**src/hdl/wcm_regs.vh**
```
// Register map, field positions, reset values and burst counts
`ifndef WCM_REGS_VH
`define WCM_REGS_VH

`define WCM_ADDR_CTRL 8'h00
`define WCM_ADDR_STATUS 8'h04
`define WCM_ADDR_CRC_CALC 8'h08
`define WCM_ADDR_CRC_RECV 8'h0c

`define WCM_CTRL_CRC_EN 0
`define WCM_CTRL_BC4_FIXED 1
`define WCM_CTRL_MASK_EN 2
`define WCM_CTRL_INV_EN 3
`define WCM_CTRL_X16 4
`define WCM_CTRL_RESET 5'h00

`define WCM_STAT_ERR_LO 0
`define WCM_STAT_ERR_HI 1
`define WCM_STAT_BUSY 2

`define WCM_BEAT_CHECK 4'h8
`define WCM_BEAT_LAST 4'h9
`define WCM_DATA_BEATS 4
`define WCM_CRC_POLY 8'h07

`endif

```
**src/hdl/wcm_write_crc_mapper.v**
```verilog
// Write CRC input mapper and checker for burst-chop-four writes
`timescale 1ns/1ps
`include "wcm_regs.vh"

// How it works
// Byte-wide mode feeds 32 data bits, others one
// Lane n beats 0-3 fill bits 8n..8n+3
// Low select takes mask nibble only if enabled
// High select moves data to upper nibbles
// High select mask nibble 68-71 only if enabled
// Sixteen-bit mode uses two identical trees
// Upper lanes start at bit 72, check 8-15
// Low select mask nibbles 64-67, 136-139 gated
// High select upper lanes map to upper nibble
// High select mask nibbles 68-71, 140-143 gated
// Lower check over 0-71, upper over 72-143
// Select latched with write picks first nibble
// Each tree makes eight-bit check from 72 inputs
// Mismatch starts error signalling
// Mapping only with CRC on and fixed chop
module wcm_write_crc_mapper
(
    input wire clk,
    input wire sys_rst,
    input wire [7:0] reg_addr,
    input wire [31:0] reg_wdata,
    input wire reg_write,
    input wire reg_read,
    output reg [31:0] reg_rdata,
    input wire write_cmd,
    input wire critical_nibble_select,
    input wire link_strobe,
    input wire [15:0] link_dq,
    input wire lower_mask_inversion_lane,
    input wire upper_mask_inversion_lane,
    output reg crc_error,
    output reg [15:0] crc_calc
);

    // ********************************************
    // Burst states
    // ********************************************
    localparam ST_IDLE = 2'b00;
    localparam ST_BEATS = 2'b01;
    localparam ST_CHECK = 2'b10;

    // ********************************************
    // Check-value function
    // ********************************************
    // Serial form of the eight-bit tree; bit 71 enters first
    function [7:0] wcm_crc8;
        input [71:0] d;
        integer i;
        reg [7:0] c;
        reg fb;
        begin
            c = 8'h00;
            fb = 1'b0;
            for (i = 71; i >= 0; i = i - 1)
            begin
                fb = c[7] ^ d[i];
                c = {c[6:0], 1'b0} ^ ({8{fb}} & `WCM_CRC_POLY);
            end
            wcm_crc8 = c;
        end
    endfunction

    // ********************************************
    // Registers and state
    // ********************************************
    reg [4:0] ctrl;
    reg err_lo;
    reg err_hi;
    reg [15:0] crc_recv;
    reg [1:0] state;
    reg [3:0] beat;
    reg nibble_high;
    reg mode_x16;
    reg lanes_en;
    reg [71:0] nib_store;
    reg strobe_s1;
    reg strobe_s2;
    reg strobe_s3;
    reg [17:0] lane_s1;
    reg [17:0] lane_s2;
    reg [31:0] next_rdata;

    wire crc_en;
    wire bc4_fixed;
    wire mapping_on;
    wire strobe_rise;
    wire [17:0] lane_vec;
    wire [143:0] tree;
    wire [7:0] calc_lo;
    wire [7:0] calc_hi;
    wire mism_lo;
    wire mism_hi;
    wire clr_lo;
    wire clr_hi;

    assign crc_en = ctrl[`WCM_CTRL_CRC_EN];
    assign bc4_fixed = ctrl[`WCM_CTRL_BC4_FIXED];
    assign mapping_on = crc_en & bc4_fixed;

    // ********************************************
    // Link input synchronisers
    // ********************************************
    // Lanes in tree-byte order: dq 0-7, lower mask, dq 8-15, upper mask
    assign lane_vec = {upper_mask_inversion_lane, link_dq[15:8],
        lower_mask_inversion_lane, link_dq[7:0]};

    always @(posedge clk)
    begin
        if (sys_rst)
        begin
            strobe_s1 <= 1'b0;
            strobe_s2 <= 1'b0;
            strobe_s3 <= 1'b0;
            lane_s1 <= 18'h3ffff;
            lane_s2 <= 18'h3ffff;
        end
        else
        begin
            strobe_s1 <= link_strobe;
            strobe_s2 <= strobe_s1;
            strobe_s3 <= strobe_s2;
            lane_s1 <= lane_vec;
            lane_s2 <= lane_s1;
        end
    end

    // Data and strobe share the same two-stage delay, so lanes
    // are stable around the detected edge at this strobe rate
    assign strobe_rise = strobe_s2 & ~strobe_s3;

    // ********************************************
    // Beat capture
    // ********************************************
    always @(posedge clk)
    begin
        if (sys_rst)
        begin
            state <= ST_IDLE;
            beat <= 4'h0;
            nibble_high <= 1'b0;
            mode_x16 <= 1'b0;
            lanes_en <= 1'b0;
            crc_recv <= 16'h0000;
        end
        else
        begin
            case (state)
                ST_IDLE:
                begin
                    beat <= 4'h0;
                    if (write_cmd && mapping_on)
                    begin
                        state <= ST_BEATS;
                        nibble_high <= critical_nibble_select;
                        mode_x16 <= ctrl[`WCM_CTRL_X16];
                        lanes_en <= ctrl[`WCM_CTRL_MASK_EN] |
                            ctrl[`WCM_CTRL_INV_EN];
                    end
                end
                ST_BEATS:
                begin
                    if (strobe_rise)
                    begin
                        // Beats 4-7 and 9 carry padding ones; ignored
                        if (beat == `WCM_BEAT_CHECK)
                        begin
                            crc_recv <= {lane_s2[16:9], lane_s2[7:0]};
                        end
                        if (beat == `WCM_BEAT_LAST)
                        begin
                            state <= ST_CHECK;
                        end
                        beat <= beat + 4'h1;
                    end
                end
                ST_CHECK:
                begin
                    state <= ST_IDLE;
                end
                default:
                begin
                    state <= ST_IDLE;
                end
            endcase
        end
    end

    // ********************************************
    // Nibble store and tree mapping
    // ********************************************
    genvar j;
    genvar b;
    generate
        for (j = 0; j < 18; j = j + 1)
        begin : g_byte
            for (b = 0; b < `WCM_DATA_BEATS; b = b + 1)
            begin : g_beat
                always @(posedge clk)
                begin
                    if (sys_rst)
                    begin
                        nib_store[4*j+b] <= 1'b1;
                    end
                    else if (state == ST_BEATS && strobe_rise &&
                        beat == b)
                    begin
                        nib_store[4*j+b] <= lane_s2[j];
                    end
                end
            end
            if (j == 8 || j == 17)
            begin : g_mask
                // Mask nibble only counts while masking or inversion on
                wire [3:0] nib;
                assign nib = lanes_en ? nib_store[4*j+3:4*j] :
                    4'hf;
                assign tree[8*j+7:8*j] = nibble_high ? {nib, 4'hf} :
                    {4'hf, nib};
            end
            else
            begin : g_data
                // 4 data bits per byte; the other nibble is forced high
                assign tree[8*j+7:8*j] = nibble_high ?
                    {nib_store[4*j+3:4*j], 4'hf} :
                    {4'hf, nib_store[4*j+3:4*j]};
            end
        end
    endgenerate

    // ********************************************
    // Check trees and compare
    // ********************************************
    // Two identical trees; the upper one only matters in x16 mode
    assign calc_lo = wcm_crc8(tree[71:0]);
    assign calc_hi = wcm_crc8(tree[143:72]);
    assign mism_lo = calc_lo != crc_recv[7:0];
    assign mism_hi = mode_x16 && (calc_hi != crc_recv[15:8]);

    assign clr_lo = reg_write && reg_addr == `WCM_ADDR_STATUS &&
        reg_wdata[`WCM_STAT_ERR_LO];
    assign clr_hi = reg_write && reg_addr == `WCM_ADDR_STATUS &&
        reg_wdata[`WCM_STAT_ERR_HI];

    always @(posedge clk)
    begin
        if (sys_rst)
        begin
            crc_error <= 1'b0;
            crc_calc <= 16'h0000;
            err_lo <= 1'b0;
            err_hi <= 1'b0;
        end
        else
        begin
            crc_error <= (state == ST_CHECK) &&
                (mism_lo || mism_hi);
            if (state == ST_CHECK)
            begin
                crc_calc <= {mode_x16 ? calc_hi : 8'h00, calc_lo};
            end
            // A new error wins over a clear in the same cycle
            if (state == ST_CHECK && mism_lo)
            begin
                err_lo <= 1'b1;
            end
            else if (clr_lo)
            begin
                err_lo <= 1'b0;
            end
            if (state == ST_CHECK && mism_hi)
            begin
                err_hi <= 1'b1;
            end
            else if (clr_hi)
            begin
                err_hi <= 1'b0;
            end
        end
    end

    // ********************************************
    // Register port
    // ********************************************
    always @(posedge clk)
    begin
        if (sys_rst)
        begin
            ctrl <= `WCM_CTRL_RESET;
        end
        else if (reg_write && reg_addr == `WCM_ADDR_CTRL)
        begin
            // Mode changes apply from the next write command only
            ctrl <= reg_wdata[4:0];
        end
    end

    always @*
    begin
        next_rdata = 32'h00000000;
        case (reg_addr)
            `WCM_ADDR_CTRL:
            begin
                next_rdata[4:0] = ctrl;
            end
            `WCM_ADDR_STATUS:
            begin
                next_rdata[`WCM_STAT_ERR_LO] = err_lo;
                next_rdata[`WCM_STAT_ERR_HI] = err_hi;
                next_rdata[`WCM_STAT_BUSY] = state != ST_IDLE;
            end
            `WCM_ADDR_CRC_CALC:
            begin
                next_rdata[15:0] = crc_calc;
            end
            `WCM_ADDR_CRC_RECV:
            begin
                next_rdata[15:0] = crc_recv;
            end
            default:
            begin
                next_rdata = 32'h00000000;
            end
        endcase
    end

    always @(posedge clk)
    begin
        if (sys_rst)
        begin
            reg_rdata <= 32'h00000000;
        end
        else if (reg_read)
        begin
            reg_rdata <= next_rdata;
        end
        else
        begin
            reg_rdata <= 32'h00000000;
        end
    end

endmodule

```
**config.mk**
```make
export PLATFORM = sky130hd
export DESIGN_NAME = wcm_write_crc_mapper
export DESIGN_NICKNAME = d
export VERILOG_FILES = /design/src/hdl/wcm_write_crc_mapper.v
export VERILOG_INCLUDE_DIRS = /design/src /design/src/hdl
export SDC_FILE = /design/constraint.sdc
export NUM_CORES = 1
export LEC_CHECK = 0
export ABC_CLOCK_PERIOD_IN_PS = 5070
export BUFFER_PORTS_ARGS = -buffer_cell sky130_fd_sc_hd__buf_2
export CAP_MARGIN = 20
export CORE_AREA = 4 4 176 246
export DETAILED_ROUTE_END_ITERATION = 7
export DIE_AREA = 0 0 180 250
export PLACE_DENSITY = 0.52
export REMOVE_ABC_BUFFERS = 1
export SYNTH_ARGS = -nofsm -noshare
export SYNTH_HDL_FRONTEND = slang
export SYNTH_SLANG_ARGS = --single-unit
```
**constraint.sdc**
```tcl
create_clock -name clk -period 5.07 [get_ports clk]
set_clock_uncertainty 0.15 [all_clocks]
set_input_delay 0.7605 -clock clk [delete_from_list [all_inputs] [get_ports clk]]
set_output_delay 0.7605 -clock clk [all_outputs]
set_load 0.02 [all_outputs]
```
# After elaboration in Yosys (flattened, before gate mapping)
# Index checks and enable logic that the tools add are counted.
[op_classes] n_addsub=1 eq_ne=15 mux=34 bitwise_logic=287 n_reduce_logical=27
[ops] operator="$xor A8 B3 Y8" count=134
[ops] operator="$mux W8" count=19
[ops] operator="$xor A1 B1 Y1" count=132
[ops] operator="$pmux W11 S2" count=1
[ops] operator="$eq A8 B4 Y1 const B" count=2
[ops] operator="$ne A8 B8 Y1" count=2
[ops] operator="$logic_and A1 B1 Y1" count=14
[ops] operator="$xor A7 B3 Y7" count=2
[ops] operator="$mux W4" count=3
[ops] operator="$pmux W3 S4" count=1
[ops] operator="$xor A6 B3 Y6" count=2
[ops] operator="$xor A5 B3 Y5" count=2
[ops] operator="$eq A4 B2 Y1 const B" count=2
[ops] operator="$eq A4 B4 Y1 const B" count=2
[ops] operator="$eq A8 B3 Y1 const B" count=1
[ops] operator="$logic_not A8 Y1" count=1
[ops] operator="$pmux W4 S2" count=1
[ops] operator="$reduce_bool A2 Y1" count=4
[ops] operator="$xor A1 B1 Y1 const A" count=8
[ops] operator="$xor A4 B3 Y4" count=2
[ops] operator="$mux W2" count=3
[ops] operator="$ne A2 B2 Y1 const B" count=3
[ops] operator="$pmux W2 S3" count=1
[ops] operator="$reduce_and A3 Y1" count=2
[ops] operator="other kinds (14)" count=20
[word_totals] regBits=192 inputBits=65 out_inout_bits=49 word_cells=454

# Logic depth before layout (Yosys ltp)
[logic_depth] depth_word=143 depth_mapped=19 ltp_nobuf=13

# Worst setup path before layout
# No wires, ideal clock.
[synth_timing] kind="reg2reg" startpoint="reg nib_store[70]" endpoint="reg crc_error" setup_time_ps=135 arrival_ps=4464 required_time_ps=4785 slack_ps=321 stages_incl_launch_ff=15 synth_period_minus_slack_ps=4749 path_cell_list="dfxtp_1 -> buf_4 -> xor3_1 -> nor2_1 -> xor2_1 -> a21oi_1 -> xnor3_1 -> xnor3_1 -> xor2_1 -> xnor3_2 -> xnor3_2 -> xnor3_1 -> or3b_1 -> a2111oi_2 -> o21ai_1"
[synth_between] elab_chain_cells=88 word_cells_on_any_way=142 cone_classes="eq/ne: 1; mux: 2; bitwise: 136; reduce/logical: 3"
[synth_lines] item="start, declared" line="wcm_write_crc_mapper.v:80" rtl="reg [71:0] nib_store;"
[synth_lines] item="start signal, assigned by index" line="wcm_write_crc_mapper.v:212" rtl="nib_store[4*j+b] <= lane_s2[j];"
[synth_lines] item="$mux W4 (*)" line="wcm_write_crc_mapper.v:220" rtl="assign nib = lanes_en ? nib_store[4*j+3:4*j] :"
[synth_lines] item="$mux W8 (*)" line="wcm_write_crc_mapper.v:222" rtl="assign tree[8*j+7:8*j] = nibble_high ? {nib, 4'hf} :"
[synth_lines] item="$xor A4 B3 Y4" line="wcm_write_crc_mapper.v:62" rtl="c = {c[6:0], 1'b0} ^ ({8{fb}} & `WCM_CRC_POLY);"
[synth_lines] item="$xor A5 B3 Y5" line="wcm_write_crc_mapper.v:62"
[synth_lines] item="$xor A6 B3 Y6" line="wcm_write_crc_mapper.v:62"
[synth_lines] item="$xor A7 B3 Y7" line="wcm_write_crc_mapper.v:62"
[synth_lines] item="$xor A8 B3 Y8 (*) (2 in series)" line="wcm_write_crc_mapper.v:62"
[synth_lines] item="$xor A1 B1 Y1 / $xor A8 B3 Y8 (equally long branches)" line="wcm_write_crc_mapper.v:61, wcm_write_crc_mapper.v:62"
[synth_lines] item="[64 not listed]"
[synth_lines] item="$xor A1 B1 Y1 / $xor A8 B3 Y8 (equally long branches)" line="wcm_write_crc_mapper.v:61, wcm_write_crc_mapper.v:62"
[synth_lines] item="$xor A8 B3 Y8 (*) (8 in series)" line="wcm_write_crc_mapper.v:62"
[synth_lines] item="$xor A1 B1 Y1 / $xor A8 B3 Y8 (equally long branches)" line="wcm_write_crc_mapper.v:61, wcm_write_crc_mapper.v:62"
[synth_lines] item="$xor A8 B3 Y8 (*)" line="wcm_write_crc_mapper.v:62"
[synth_lines] item="$ne A8 B8 Y1 (*)" line="wcm_write_crc_mapper.v:242" rtl="assign mism_hi = mode_x16 && (calc_hi != crc_recv[15:8]);"
[synth_lines] item="$logic_and A1 B1 Y1 (*)" line="wcm_write_crc_mapper.v:242"
[synth_lines] item="$logic_or A1 B1 Y1 (*)" line="wcm_write_crc_mapper.v:261" rtl="(mism_lo || mism_hi);"
[synth_lines] item="$logic_and A1 B1 Y1 (*)" line="wcm_write_crc_mapper.v:260" rtl="crc_error <= (state == ST_CHECK) &&"
[synth_lines] item="end signal, assigned" line="wcm_write_crc_mapper.v:260"
[synth_lines] item="end, declared" line="wcm_write_crc_mapper.v:36" rtl="output reg crc_error,"
# Mark *: on every way between the ends. The rest lies on a longest branch, timed or not.
# A chain may end at the register's enable or synchronous reset.

# Final worst setup path
[layout_timing] startpoint="reg nibble_high" endpoint="reg crc_error"
[layout_between] elab_chain_cells=87 word_cells_on_any_way=305 cone_classes="eq/ne: 2; mux: 18; bitwise: 282; reduce/logical: 3"
[layout_lines] item="start, declared" line="wcm_write_crc_mapper.v:77" rtl="reg nibble_high;"
[layout_lines] item="start signal, assigned" line="wcm_write_crc_mapper.v:159" rtl="nibble_high <= critical_nibble_select;"
[layout_lines] item="$mux W8" line="wcm_write_crc_mapper.v:222"
[layout_lines] item="$xor A4 B3 Y4 / $xor A1 B1 Y1 (equally long branches)" line="wcm_write_crc_mapper.v:62, wcm_write_crc_mapper.v:61"
[layout_lines] item="$xor A5 B3 Y5" line="wcm_write_crc_mapper.v:62"
[layout_lines] item="$xor A6 B3 Y6" line="wcm_write_crc_mapper.v:62"
[layout_lines] item="$xor A7 B3 Y7" line="wcm_write_crc_mapper.v:62"
[layout_lines] item="$xor A8 B3 Y8" line="wcm_write_crc_mapper.v:62"
[layout_lines] item="$xor A1 B1 Y1 / $xor A8 B3 Y8 (equally long branches)" line="wcm_write_crc_mapper.v:61, wcm_write_crc_mapper.v:62"
[layout_lines] item="$xor A8 B3 Y8 / $xor A1 B1 Y1 (equally long branches) (4 in series)" line="wcm_write_crc_mapper.v:62, wcm_write_crc_mapper.v:61"
[layout_lines] item="[64 not listed]"
[layout_lines] item="$xor A8 B3 Y8" line="wcm_write_crc_mapper.v:62"
[layout_lines] item="$xor A8 B3 Y8 / $xor A1 B1 Y1 (equally long branches) (5 in series)" line="wcm_write_crc_mapper.v:62, wcm_write_crc_mapper.v:61"
[layout_lines] item="$xor A1 B1 Y1 / $xor A8 B3 Y8 (equally long branches)" line="wcm_write_crc_mapper.v:61, wcm_write_crc_mapper.v:62"
[layout_lines] item="$xor A8 B3 Y8" line="wcm_write_crc_mapper.v:62"
[layout_lines] item="$ne A8 B8 Y1" line="wcm_write_crc_mapper.v:242"
[layout_lines] item="$logic_and A1 B1 Y1" line="wcm_write_crc_mapper.v:242"
[layout_lines] item="$logic_or A1 B1 Y1 (*)" line="wcm_write_crc_mapper.v:261"
[layout_lines] item="$logic_and A1 B1 Y1 (*)" line="wcm_write_crc_mapper.v:260"
# Marks and branches as above.

==> results.cfg <==
[grt]
use_met3_pct = 1.98
grt_max_degree = 72
gr-usage-met2_pct = 25.5
grt.busiest_layer = met2
grt_use_met1_pct = 16.4
grt_pass1_vias = 9030
grt_overflow = 0
grt_antenna_before_repair = 0
grt_pass1_wl_um = 49500
grt.total_usage_pct = 13.7

[timing]
fin_crit_ps = 4850
finalCritPeriodShare_pct = 95.7
hold_violations = 0
setup_ws_ps = 220
slew_violations = 0
relSlewSlack_pct = 39.7
setup-tns-final_ps = 0
clock.fmax_mhz = 206
setup_viol_count_final = 0
tightest_slew_ps = 904
hold_ws_ps = 258

[place]
port_buffers = 70
dpl-instance-area_um2 = 13300
dp_slack_ps = -36.5
gp_congestion = 0.828
placed_cells = 1894
dp_hpwl_um = 23800

[synth]
synth_cell_types = 69
synthCells = 1306
ys_seq_elements = 176
synthArstFlopShare_pct = 0
yosys_warnings = 0
synth_common_cells = 204 x nand2_1, 181 x xnor2_1, 176 x dfxtp_1, 88 x nor2_1, 74 x xnor3_1
synth_top_family_by_area = XOR/XNOR gates
syn-cell-area_um2 = 12200
synth-edff-count = 0
synth.area.top_cells = dfxtp_1 29%, xnor3_1 14%, xnor2_1 13%
synth_mux_area_share_pct = 4.57
synthXorXnorAreaFrac_pct = 36.8
synth_largest_area_cell = dfxtp_1
synthAdderAreaFrac_pct = 0.409
yosysSeqAreaShare_pct = 28.8
yosys.area_share.simple_pct = 18.0
synth_compound_area_share_pct = 6.89
yosysMostFrequentCell = nand2_1
synthFlopType = dfxtp_1
syn-mean-instance-area_um2 = 9.37
synth_top_area_share_pct = 28.8

[min_path]
hp-class = flop to flop

[layout]
layout.nets = 1452
fin_util_pct = 34.5
drive_above_1_share_pct = 19.6
n_antenna_cell = 0
layoutNonFillerInstCount = 1936
multi_input_area_um2 = 8380
stdcell_area_um2 = 14200
fill_cells = 4230
area_growth_pct = 15.7
seq_area_um2 = 3540

[routing]
wirelength_um = 31700
dr_total_vias = 8924
drc = 0
ant_nets = 0
first_pass_iters = 5
drtIter0Drc = 400
vias_per_cell = 4.61
wire_per_inst_um = 16.4

[worst_setup_path]
cp_max_fo = 11
critPathLaunchType = flop
arrival_ps = 5030
r2r_setup_slack_ps = 220
crit_type = flop to flop
end_kind = flop
cp.required_ps = 5250

[floorplanning]
fp.coreArea_um2 = 41100
die_x_um = 180
pin_count = 114
start_util_pct = 29.8
die_y_um = 250
die_area_um2 = 45000
rows = 88

[clock_network]
cts.clk_slew.worst_paths_ps = 80
clockBufferDepth = 2
cts_hold_buf = 0
numCtsBuffers = 17
tritoncts = built
htree_levels = 4
insertion_delay_ps = 440
cts.sinks = 176
root_buffer = clkbuf_16

[power_and_ir_drop]
leakagePower_nw = 6.12
power_density_nw_per_um2 = 195
ir_worst_vdd_mv = 0.240
power_mw = 2.75

[status]
run_status = finished, final reports clean

[run]
max_cap_violations = 0
==> cell families (layout without fill, tap and decap cells) <==
| logic type | Yosys count | count (layout) |
|---|---|---|
| XOR/XNOR | 352 | 352 |
| AO/OA/AOI/OAI | 132 | 132 |
| buffers and inverters | 110 | 185 |
| other | 1 | 16 |
| adder cells (fa/ha/maj) | 4 | 4 |
| AND/OR/NAND/NOR | 477 | 477 |
| flip-flops | 176 | 176 |
| multiplexers | 54 | 54 |
==> routing by layer <==
layer  vias to the layer above  routed length (um)  part of all wire, %
li1                       4458                   -                    -
met1                      4242               13300                   42
met2                       182               16700                   52
met3                        42                1110                  3.5
met4                         0                 665                  2.1
met5                         -                   0                    0
==> critical path, cell delays in order (launching register included) <==
cell and delay [ps]:
dfxtp_4 410, buf_4 200, or3b_1 370, o211ai_2 140, buf_4 190, xnor2_1 160, xnor3_1 430, xnor3_1 430
xor2_1 230, xnor3_2 320, xnor3_2 440, xnor3_1 300, or3b_1 370, a2111oi_2 360, buf_4 180, o21ai_1 60
==> where the power goes <==
group | total (mW) | internal [mW] | switching, mW | leakage (nW)
logic | 0.0671 | 0.0233 | 0.0438 | 4.42
registers | 1.41 | 1.39 | 0.0129 | 1.43
clock network | 1.28 | 0.666 | 0.616 | 0.273
==> area by class of cell <==
type / count / share of cell area [%]
tap: 540 / 4.77
clock buffer: 18 / 3.10
inverter: 7 / 0.203
sequential: 176 / 25.0
clock inverter: 14 / 1.01
timing repair buffer: 146 / 6.68
multi-input combinational: 1035 / 59.2
==> cells in the final DEF (no fill, tap or decap), types with 13 or more instances in the layout <==
| master | Yosys | layout |
|---|---|---|
| nand2_1 | 204 | 204 |
| xnor2_1 | 181 | 170 |
| dfxtp_1 | 176 | 168 |
| nor2_1 | 88 | 87 |
| xnor3_1 | 74 | 74 |
| buf_4 | 23 | 74 |
| buf_2 | 15 | 70 |
| xor2_1 | 68 | 67 |
| nand3_1 | 67 | 67 |
| a21oi_1 | 62 | 59 |
| mux2i_1 | 48 | 46 |
| or2_2 | 36 | 36 |
| xor3_1 | 20 | 20 |
| nor2b_1 | 21 | 19 |
| clkbuf_16 | 0 | 17 |
| conb_1 | 1 | 16 |
| xnor2_2 | 3 | 14 |
| o21ai_0 | 13 | 13 |
==> registers in the layout, summed over array words and instances (netlist names), 2 cells and up <==
register   count
crc_calc      16
lane_s2       18
crc_recv      16
lane_s1       18
state          2
ctrl           5
nib_store     72
beat           4
reg_rdata     16
==> worst paths after layout <==
check                                  from     endpoint  depth (start not counted)
worst min-delay path            lane_s1[10]  lane_s2[10]                          1
worst max-delay path            nibble_high    crc_error                         15
worst min register to register  lane_s1[10]  lane_s2[10]                          1
worst max register to register  nibble_high    crc_error                         15
==> what timing repair did <==
item / 4_1_cts / 5_1_grt
setup buffers: 0 / 10
resized for setup: 2 / 39
setup endpoints to repair: 2 / 3
gates cloned: 0 / 0
pin swaps: 0 / 9
No activity file was read; power rests on OpenSTA's default activity.
